--- src/fault_reaction_map.svh ---
`ifndef FAULT_REACTION_MAP_SVH
`define FAULT_REACTION_MAP_SVH

// register byte offsets
`define REG_CTRL        4'h0
`define REG_STATUS      4'h4
`define REG_IRQ_STATUS  4'h8
`define REG_IRQ_MASK    4'hC
`define REG_TO_DELAY    5'h10
`define REG_BRK_DELAY   5'h14
`define ADDR_W          5

// control register fields
`define CTRL_STAGED     0
`define CTRL_LOWER      1
`define CTRL_ACK        2
`define CTRL_TO_REQ     3
`define CTRL_SINGLE_REQ 4
`define CTRL_BRAKE_REQ  5
`define CTRL_RESET      6'h00

// status register fields
`define ST_LATCHED      0
`define ST_FUNC         1
`define ST_CH_UPPER     2
`define ST_CH_LOWER     3
`define ST_BRAKE        4
`define ST_SAFE_BOTH    5
`define ST_SAFE_SINGLE  6
`define ST_SAFE_BRAKE   7

// interrupt events
`define EV_LATCHED      0
`define EV_FUNC         1
`define EV_SAFE         2
`define EV_W            3

// delays: torque-off delay in clock cycles, brake delay in microseconds
`define DELAY_W         16
`define CLK_MHZ         250
`define US_CNT_W        8
`define US_CYCLES       8'(`CLK_MHZ - 1)

`endif

--- src/fault_reaction_pkg.sv ---
package fault_reaction_pkg;
  typedef enum logic [1:0] {
    RUN,
    FUNC_FAULT,
    LATCHED_FAULT
  } mode_t;

  // reaction configuration bundle
  typedef struct packed {
    logic        staged;
    logic        lower_first;
    logic [15:0] torque_off_delay;
    logic [15:0] brake_delay_us;
  } reaction_cfg_t;

  // drive outputs bundle
  typedef struct packed {
    logic upper_switch_channel;
    logic lower_switch_channel;
    logic safe_brake_output_control;
  } drive_t;
endpackage

--- src/drive_safety_fault_reaction.sv ---
`include "fault_reaction_map.svh"

module drive_safety_fault_reaction
  import fault_reaction_pkg::*;
(
  input  wire logic                       clk_i,
  input  wire logic                       rst_i,
  input  wire logic                       wb_cyc_i,
  input  wire logic                       wb_stb_i,
  input  wire logic                       wb_we_i,
  input  wire logic [`ADDR_W-1:0]         wb_adr_i,
  input  wire logic [3:0]                 wb_sel_i,
  input  wire logic [31:0]                wb_dat_i,
  output logic      [31:0]                wb_dat_o,
  output logic                            wb_ack_o,
  input  wire logic                       hw_fault_i,
  input  wire logic                       limit_error_i,
  input  wire logic                       encoder_error_i,
  input  wire logic                       encoder_needed_i,
  input  wire logic                       torque_off_request_i,
  output fault_reaction_pkg::drive_t      drive_o,
  output logic                            safety_error_indicator_o,
  output logic                            irq_o
);
  import fault_reaction_pkg::*;

  mode_t         mode;
  reaction_cfg_t cfg;
  logic [5:0]    ctrl;
  logic [`EV_W-1:0] irq_status;
  logic [`EV_W-1:0] irq_mask;
  logic [`DELAY_W-1:0] to_cnt;
  logic [`DELAY_W-1:0] brk_cnt;
  logic [`US_CNT_W-1:0] us_cnt;
  logic          to_done;
  logic          brk_done;
  logic          func_entry;
  logic          wr;
  logic          rd;
  logic          ack_clr;
  logic [31:0]   wdata;
  logic [`EV_W-1:0] ev;
  logic          safe_both;
  logic          safe_single;
  logic          safe_brake;
  logic [7:0]    status_vec;
  drive_t        next_drive;
  logic [`DELAY_W-1:0] to_delay;
  logic [`DELAY_W-1:0] brk_delay;
  logic          wr_ctrl;
  logic          wr_to;
  logic          wr_brk;
  logic          wr_ists;
  logic          wr_mask;
  logic [`EV_W-1:0] next_irq_status;


  // byte-lane merge of write data into an old word
  function automatic logic [31:0] merge(input logic [31:0] old, input logic [31:0] nw,
                                        input logic [3:0] sel);
    logic [31:0] r;
    r = old;
    for (int i = 0; i < 4; i++) begin
      if (sel[i]) begin
        r[i*8 +: 8] = nw[i*8 +: 8];
      end
    end
    return r;
  endfunction

  // low half of a merged word, for the 16-bit delay registers
  function automatic logic [15:0] merge_half(input logic [15:0] old, input logic [31:0] nw,
                                             input logic [3:0] sel);
    logic [31:0] full;
    full = merge({16'h0000, old}, nw, sel);
    return full[15:0];
  endfunction

  // register offset decode, shared by every write path
  function automatic logic reg_hit(input logic [`ADDR_W-1:0] adr,
                                   input logic [`ADDR_W-1:0] off);
    return adr == off;
  endfunction


  // bus strobes, answer one cycle after request
  assign wr = wb_cyc_i && wb_stb_i && wb_we_i && !wb_ack_o;
  assign rd = wb_cyc_i && wb_stb_i && !wb_we_i && !wb_ack_o;
  assign wdata = wb_dat_i;

  // per-register write strobes, lane 0 gates the narrow registers
  assign wr_ctrl = wr && reg_hit(wb_adr_i, `ADDR_W'(`REG_CTRL)) && wb_sel_i[0];
  assign wr_to   = wr && reg_hit(wb_adr_i, `REG_TO_DELAY);
  assign wr_brk  = wr && reg_hit(wb_adr_i, `REG_BRK_DELAY);
  assign wr_ists = wr && reg_hit(wb_adr_i, `ADDR_W'(`REG_IRQ_STATUS)) && wb_sel_i[0];
  assign wr_mask = wr && reg_hit(wb_adr_i, `ADDR_W'(`REG_IRQ_MASK)) && wb_sel_i[0];
  assign ack_clr = wr_ctrl && wdata[`CTRL_ACK];


  // functional fault entry, encoder error only counts when needed
  assign func_entry = limit_error_i || (encoder_error_i && encoder_needed_i);


  // fault mode machine
  always_ff @(posedge clk_i) begin
    if (rst_i) begin
      mode <= RUN;
    end else begin
      case (mode)
        RUN: begin
          if (hw_fault_i) begin
            mode <= LATCHED_FAULT;
          end else if (func_entry) begin
            mode <= FUNC_FAULT;
          end
        end
        FUNC_FAULT: begin
          if (hw_fault_i) begin
            mode <= LATCHED_FAULT;
          end else if (ack_clr && !func_entry) begin
            mode <= RUN;
          end
        end
        LATCHED_FAULT: begin
          mode <= LATCHED_FAULT;
        end
        default: begin
          mode <= LATCHED_FAULT;
        end
      endcase
    end
  end


  // control register
  always_ff @(posedge clk_i) begin
    if (rst_i) begin
      ctrl <= `CTRL_RESET;
    end else if (wr_ctrl) begin
      ctrl <= wdata[5:0];
      ctrl[`CTRL_ACK] <= 1'b0;
    end
  end


  // delay registers, zero after reset
  always_ff @(posedge clk_i) begin
    if (rst_i) begin
      to_delay  <= '0;
      brk_delay <= '0;
    end else begin
      if (wr_to) begin
        to_delay <= merge_half(to_delay, wdata, wb_sel_i);
      end
      if (wr_brk) begin
        brk_delay <= merge_half(brk_delay, wdata, wb_sel_i);
      end
    end
  end

  // configuration bundle seen by the reaction logic
  assign cfg.staged           = ctrl[`CTRL_STAGED];
  assign cfg.lower_first      = ctrl[`CTRL_LOWER];
  assign cfg.torque_off_delay = to_delay;
  assign cfg.brake_delay_us   = brk_delay;


  // torque-off delay counter, cycles from error detection
  always_ff @(posedge clk_i) begin
    if (rst_i || mode != FUNC_FAULT) begin
      to_cnt <= '0;
    end else if (!to_done) begin
      to_cnt <= to_cnt + `DELAY_W'(1);
    end
  end
  assign to_done = (mode == FUNC_FAULT) && (to_cnt >= cfg.torque_off_delay);


  // brake-engage delay, counted in microseconds after the brake output is cut
  always_ff @(posedge clk_i) begin
    if (rst_i || !to_done) begin
      us_cnt  <= '0;
      brk_cnt <= '0;
    end else if (!brk_done) begin
      if (us_cnt == `US_CYCLES) begin
        us_cnt  <= '0;
        brk_cnt <= brk_cnt + `DELAY_W'(1);
      end else begin
        us_cnt <= us_cnt + `US_CNT_W'(1);
      end
    end
  end
  assign brk_done = to_done && (brk_cnt >= cfg.brake_delay_us);


  // output decision, 1 means energised / enabled, 0 means 0 V
  always_comb begin
    next_drive = '{upper_switch_channel: 1'b1, lower_switch_channel: 1'b1,
                   safe_brake_output_control: 1'b1};
    case (mode)
      LATCHED_FAULT: begin
        next_drive = '0;
      end
      FUNC_FAULT: begin
        if (!cfg.staged) begin
          next_drive = '0;
        end else begin
          next_drive.upper_switch_channel = cfg.lower_first;
          next_drive.lower_switch_channel = !cfg.lower_first;
          if (to_done) begin
            next_drive.safe_brake_output_control = 1'b0;
          end
          if (brk_done) begin
            next_drive.upper_switch_channel = 1'b0;
            next_drive.lower_switch_channel = 1'b0;
          end
          // a torque-off request still cuts both channels mid-reaction
          if (torque_off_request_i || ctrl[`CTRL_TO_REQ]) begin
            next_drive.upper_switch_channel = 1'b0;
            next_drive.lower_switch_channel = 1'b0;
          end
        end
      end
      default: begin
        if (torque_off_request_i || ctrl[`CTRL_TO_REQ]) begin
          next_drive.upper_switch_channel = 1'b0;
          next_drive.lower_switch_channel = 1'b0;
        end else if (ctrl[`CTRL_SINGLE_REQ]) begin
          next_drive.upper_switch_channel = cfg.lower_first;
          next_drive.lower_switch_channel = !cfg.lower_first;
        end
        if (ctrl[`CTRL_BRAKE_REQ]) begin
          next_drive.safe_brake_output_control = 1'b0;
        end
      end
    endcase
  end


  // registered drive outputs and indicator
  always_ff @(posedge clk_i) begin
    if (rst_i) begin
      drive_o <= '0;
      safety_error_indicator_o <= 1'b0;
    end else begin
      drive_o <= next_drive;
      safety_error_indicator_o <= (mode == LATCHED_FAULT);
    end
  end


  // safe-state bits from the actual outputs
  assign safe_both = !drive_o.upper_switch_channel && !drive_o.lower_switch_channel;
  assign safe_single = cfg.lower_first ? !drive_o.lower_switch_channel
                                       : !drive_o.upper_switch_channel;
  assign safe_brake = !drive_o.safe_brake_output_control;
  assign status_vec = {safe_brake, safe_single, safe_both, !drive_o.safe_brake_output_control,
                       drive_o.lower_switch_channel, drive_o.upper_switch_channel,
                       mode == FUNC_FAULT, mode == LATCHED_FAULT};


  // sticky events, set wins over write-one-clear
  assign ev = {safe_both, mode == FUNC_FAULT, mode == LATCHED_FAULT};
  always_comb begin
    next_irq_status = irq_status | ev;
    if (wr_ists) begin
      next_irq_status = (irq_status & ~wdata[`EV_W-1:0]) | ev;
    end
  end

  // interrupt status register
  always_ff @(posedge clk_i) begin
    if (rst_i) begin
      irq_status <= '0;
    end else begin
      irq_status <= next_irq_status;
    end
  end

  // interrupt mask register
  always_ff @(posedge clk_i) begin
    if (rst_i) begin
      irq_mask <= '0;
    end else if (wr_mask) begin
      irq_mask <= wdata[`EV_W-1:0];
    end
  end


  // interrupt level output
  always_ff @(posedge clk_i) begin
    if (rst_i) begin
      irq_o <= 1'b0;
    end else begin
      irq_o <= |(irq_status & irq_mask);
    end
  end


  // bus answer and read mux, unmapped reads zero
  always_ff @(posedge clk_i) begin
    if (rst_i) begin
      wb_ack_o <= 1'b0;
      wb_dat_o <= '0;
    end else begin
      wb_ack_o <= wr || rd;
      if (rd) begin
        case (wb_adr_i)
          `ADDR_W'(`REG_CTRL):       wb_dat_o <= {26'h0, ctrl};
          `ADDR_W'(`REG_STATUS):     wb_dat_o <= {24'h0, status_vec};
          `ADDR_W'(`REG_IRQ_STATUS): wb_dat_o <= {29'h0, irq_status};
          `ADDR_W'(`REG_IRQ_MASK):   wb_dat_o <= {29'h0, irq_mask};
          `REG_TO_DELAY:             wb_dat_o <= {16'h0, cfg.torque_off_delay};
          `REG_BRK_DELAY:            wb_dat_o <= {16'h0, cfg.brake_delay_us};
          default:                   wb_dat_o <= '0;
        endcase
      end else begin
        wb_dat_o <= '0;
      end
    end
  end
endmodule

--- config.mk ---
export PLATFORM = sky130hd
export DESIGN_NAME = drive_safety_fault_reaction
export DESIGN_NICKNAME = d
export VERILOG_FILES = /design/src/fault_reaction_pkg.sv /design/src/drive_safety_fault_reaction.sv
export VERILOG_INCLUDE_DIRS = /design/src /design/src/src
export SDC_FILE = /design/constraint.sdc
export NUM_CORES = 1
export LEC_CHECK = 0
export ABC_AREA = 0
export BUFFER_PORTS_ARGS = -buffer_cell sky130_fd_sc_hd__buf_2
export CAP_MARGIN = 10
export CORE_MARGIN = 4
export CORE_UTILIZATION = 42
export DETAILED_ROUTE_END_ITERATION = 6
export PLACE_DENSITY = 0.71
export SLEW_MARGIN = 10
export SYNTH_ARGS = -nofsm -noshare
export SYNTH_HDL_FRONTEND = slang
export SYNTH_SLANG_ARGS = --single-unit
--- constraint.sdc ---
create_clock -name clk_i -period 4.35 [get_ports clk_i]
set_clock_uncertainty 0.15 [all_clocks]
set_input_delay 0.2175 -clock clk_i [delete_from_list [all_inputs] [get_ports clk_i]]
set_output_delay 0.2175 -clock clk_i [all_outputs]
set_load 0.01 [all_outputs]
==> results.json <==
{
  "power.internal_mw": 1.44,
  "cp-end-kind": "flop",
  "dp_slack_ns": 1.26,
  "p_sw_mw": 0.490,
  "synth_async_sr_flop_share": 0,
  "worstSetupEndpoint": "to_cnt[15]",
  "synth_area_leaders": "dfxtp_1 (37%), mux2i_1 (13%), ha_1 (8.3%), nor2_1 (5.4%), a21oi_1 (4.0%)",
  "drive_gt1_frac": 0.125,
  "ff2ff_path_depth": 9,
  "final_cells": 910,
  "switching_share": 0.254,
  "antenna_left": 0,
  "coreArea_um2": 13500,
  "die_w_um": 126,
  "worst-setup-path-type": "reg2reg",
  "nets": 819,
  "cap_viol_max_count": 0,
  "drcViolationCount": 0,
  "final.setup.tns_ns": 0,
  "numCtsBuffers": 9,
  "cts.reportedPaths.clkPinSlew_ns": 0.08,
  "die_area_um2": 15900,
  "overflow": 0,
  "r2r_slack_ns": 1.20,
  "dp_hpwl_um": 9760,
  "critPathMaxFanout": 33,
  "worst_pin_slew_ns": 1.04,
  "ys_types": 54,
  "dp_cells": 878,
  "worstReg2RegStart": "mode[1]",
  "p_seq_frac": 0.515,
  "ys_ff_latch": 107,
  "cts_tree": "done",
  "p_per_area_nw_per_um2": 290,
  "status": "finished, final reports clean",
  "startpoint": "mode[1]",
  "r2r_end": "to_cnt[15]",
  "fin_util": 0.493,
  "grt_max_degree": 38,
  "placed_area_um2": 6190,
  "clock-sinks": 107,
  "num_vias": 4910,
  "initial_core_util": 0.436,
  "syn_inst": 681,
  "synth-main-ff-cell": "dfxtp_1",
  "grt_antenna_before_repair": 0,
  "wl_per_cell_um": 15.2,
  "grt_pass1_vias": 4599,
  "stdcell_area_um2": 6630,
  "ir_drop_mv": 0.296,
  "synth_top_area_frac": 0.365,
  "synth_seq_area_share": 0.365,
  "syn_area_um2": 5870,
  "power.share.clock": 0.420,
  "min_period_ns": 3.15,
  "worstPathArrival_ns": 3.25,
  "cts_setup_buffers": 0,
  "drt_wl_total_um": 13800,
  "grt_pass1_wl_um": 22900,
  "num_antenna_cells": 0,
  "avgSynthCellArea_um2": 8.62,
  "slew_headroom": 0.305,
  "syn2layout_area_growth_pct": 13.0,
  "hold_path.class": "in2reg",
  "htreeDepth": 3,
  "fp-row-count": 42,
  "gp_congestion": 0.859,
  "clk_latency_ns": 0.36,
  "io_buffers": 54,
  "hold_ws_ns": 0.0155,
  "synth-edff-count": 0,
  "yosysTopAreaCell": "dfxtp_1",
  "hold_viol": 0,
  "power_leakage_nw": 2.69,
  "fmax_mhz": 317,
  "combinationalPowerShare": 0.065,
  "synth_warnings": 0,
  "power_mw": 1.93,
  "vias_per_cell": 5.40,
  "cts_max_path_buffers": 2,
  "grtUsageTotal": 0.173,
  "dr.pass1.iters": 4,
  "rsz0062_at_grt": "no",
  "period_share": 0.725,
  "setup_ws_ns": 1.20,
  "drv_slew": 0,
  "io_pins": 89,
  "die_h_um": 126,
  "cts_resized": 0,
  "setup_viol": 0,
  "cp.required_ns": 4.44,
  "cts-root-buf": "clkbuf_16",
  "setup.worst_path.start_class": "flop",
  "cts_hold_buffers": 16,
  "drt_iter0_markers": 360
}
-- registers in the layout, summed over array words and instances (netlist names) --
signal and flops:
brk_cnt 16, brk_delay 16, to_cnt 16, to_delay 16, wb_dat_o 16, us_cnt 8
ctrl 5, drive_o 3, irq_mask 3, irq_status 3, mode 2, irq_o 1
safety_error_indicator_o 1, wb_ack_o 1
-- power groups by stage --
stage / sequential [mW] / combinational, mW / clock (mW)
floorplan: 1.01 / 0.0818 / 0
global placement: 1.01 / 0.111 / 0
detailed placement: 1.02 / 0.112 / 0
CTS: 0.992 / 0.124 / 0.827
global route: 0.993 / 0.138 / 0.864
finish: 0.992 / 0.125 / 0.810
-- critical path, stage by stage, from the launching register on --
cell	delay [ns]
dfxtp_1	0.32
inv_1	0.09
ha_1	0.34
inv_1	0.17
or2_2	0.31
o2bb2ai_1	0.25
a21o_1	0.81
buf_4	0.29
o311ai_0	0.16
o41ai_1	0.14
-- cell families (layout without fill, tap and decap cells) --
| group | Yosys count | in the layout | share of synthesized area |
|---|---|---|---|
| mux | 78 | 78 | 0.133 |
| fa+ha+maj | 39 | 39 | 0.0832 |
| simple gates | 240 | 240 | 0.206 |
| compound gates | 118 | 118 | 0.135 |
| buf+inv | 96 | 134 | 0.0740 |
| flops | 107 | 107 | 0.365 |
| xor+xnor | 2 | 2 | 0.00299 |
| other cells | 1 | 16 | 0.000639 |
-- layer usage --
layer  vias up  global-route usage  share of wire
li1       2475                   -              -
met3        14              0.0406          0.042
met5         -                   0              0
met4         0              0.0423          0.012
met2       114               0.275           0.46
met1      2307               0.239           0.48
-- cells in the mapped netlist, drive strengths merged (2+ instances only) --
library cell	instances
o311ai	3
xnor2	2
a211o	3
o41ai	3
a21o	5
mux2i	77
nand3b	16
nand4	10
nor2	84
nand2b	4
nand3	36
a2111o	2
and2	8
or4	2
inv	42
buf	27
o22ai	3
o221a	5
nand2	30
dfxtp	107
nor2b	5
a21boi	5
a22oi	3
a21oi	47
and3	13
or2	8
and4b	2
o2111ai	2
a221oi	2
or3	6
o31ai	2
ha	39
a211oi	9
and4	4
clkbuf	27
nor3	7
o22a	3
nor4	3
o21ai	14
-- how the worst min path moves through the flow --
| stage | from | to | slack, ns | cells past startpoint |
|---|---|---|---|---|
| 3_3_place_gp | wb_ack_o | wb_ack_o | 0.29 | 1 |
| 4_1_cts | wb_dat_i[3] | ctrl[3] | 0.005 | 3 |
| 3_5_place_dp | wb_ack_o | wb_ack_o | 0.29 | 1 |
| 5_1_grt | wb_dat_i[3] | ctrl[3] | 0.01 | 3 |
| 2_1_floorplan | hw_fault_i | mode[1] | 0.19 | 2 |
| 6_report | wb_dat_i[3] | ctrl[3] | 0.02 | 3 |
-- layout make-up --
cell class,instances,area [µm²]
flip-flops and latches,107,2140
inverters,42,158
well taps,176,220
clock buffers,10,229
multi-input cells,493,3350
fillers,1338,6820
repair buffers,76,475
clock inverters,6,58.8
-- cell usage in the layout, fill, tap and decap left out, types with 3 or more instances in the layout --
| cell | n |
|---|---|
| nand3b_1 | 16 |
| dfxtp_1 | 107 |
| mux2i_1 | 77 |
| nor2b_1 | 5 |
| a21o_1 | 5 |
| o22ai_1 | 3 |
| dlygate4sd3_1 | 16 |
| a211oi_1 | 9 |
| nand3_1 | 36 |
| and2_1 | 8 |
| o221a_2 | 5 |
| and3_1 | 13 |
| a21boi_0 | 5 |
| nor3_1 | 7 |
| a211o_1 | 3 |
| o41ai_1 | 3 |
| clkbuf_16 | 9 |
| nand2b_1 | 4 |
| ha_1 | 39 |
| o22a_1 | 3 |
| or3_1 | 6 |
| inv_1 | 42 |
| nor4_1 | 3 |
| buf_2 | 54 |
| and4_1 | 4 |
| or2_2 | 8 |
| nor2_1 | 83 |
| a22oi_1 | 3 |
| conb_1 | 16 |
| o21ai_0 | 14 |
| o311ai_0 | 3 |
| nand4_1 | 10 |
| buf_4 | 6 |
| nand2_1 | 30 |
| a21oi_1 | 47 |
Note: power is estimated with default switching activity, not from simulation.
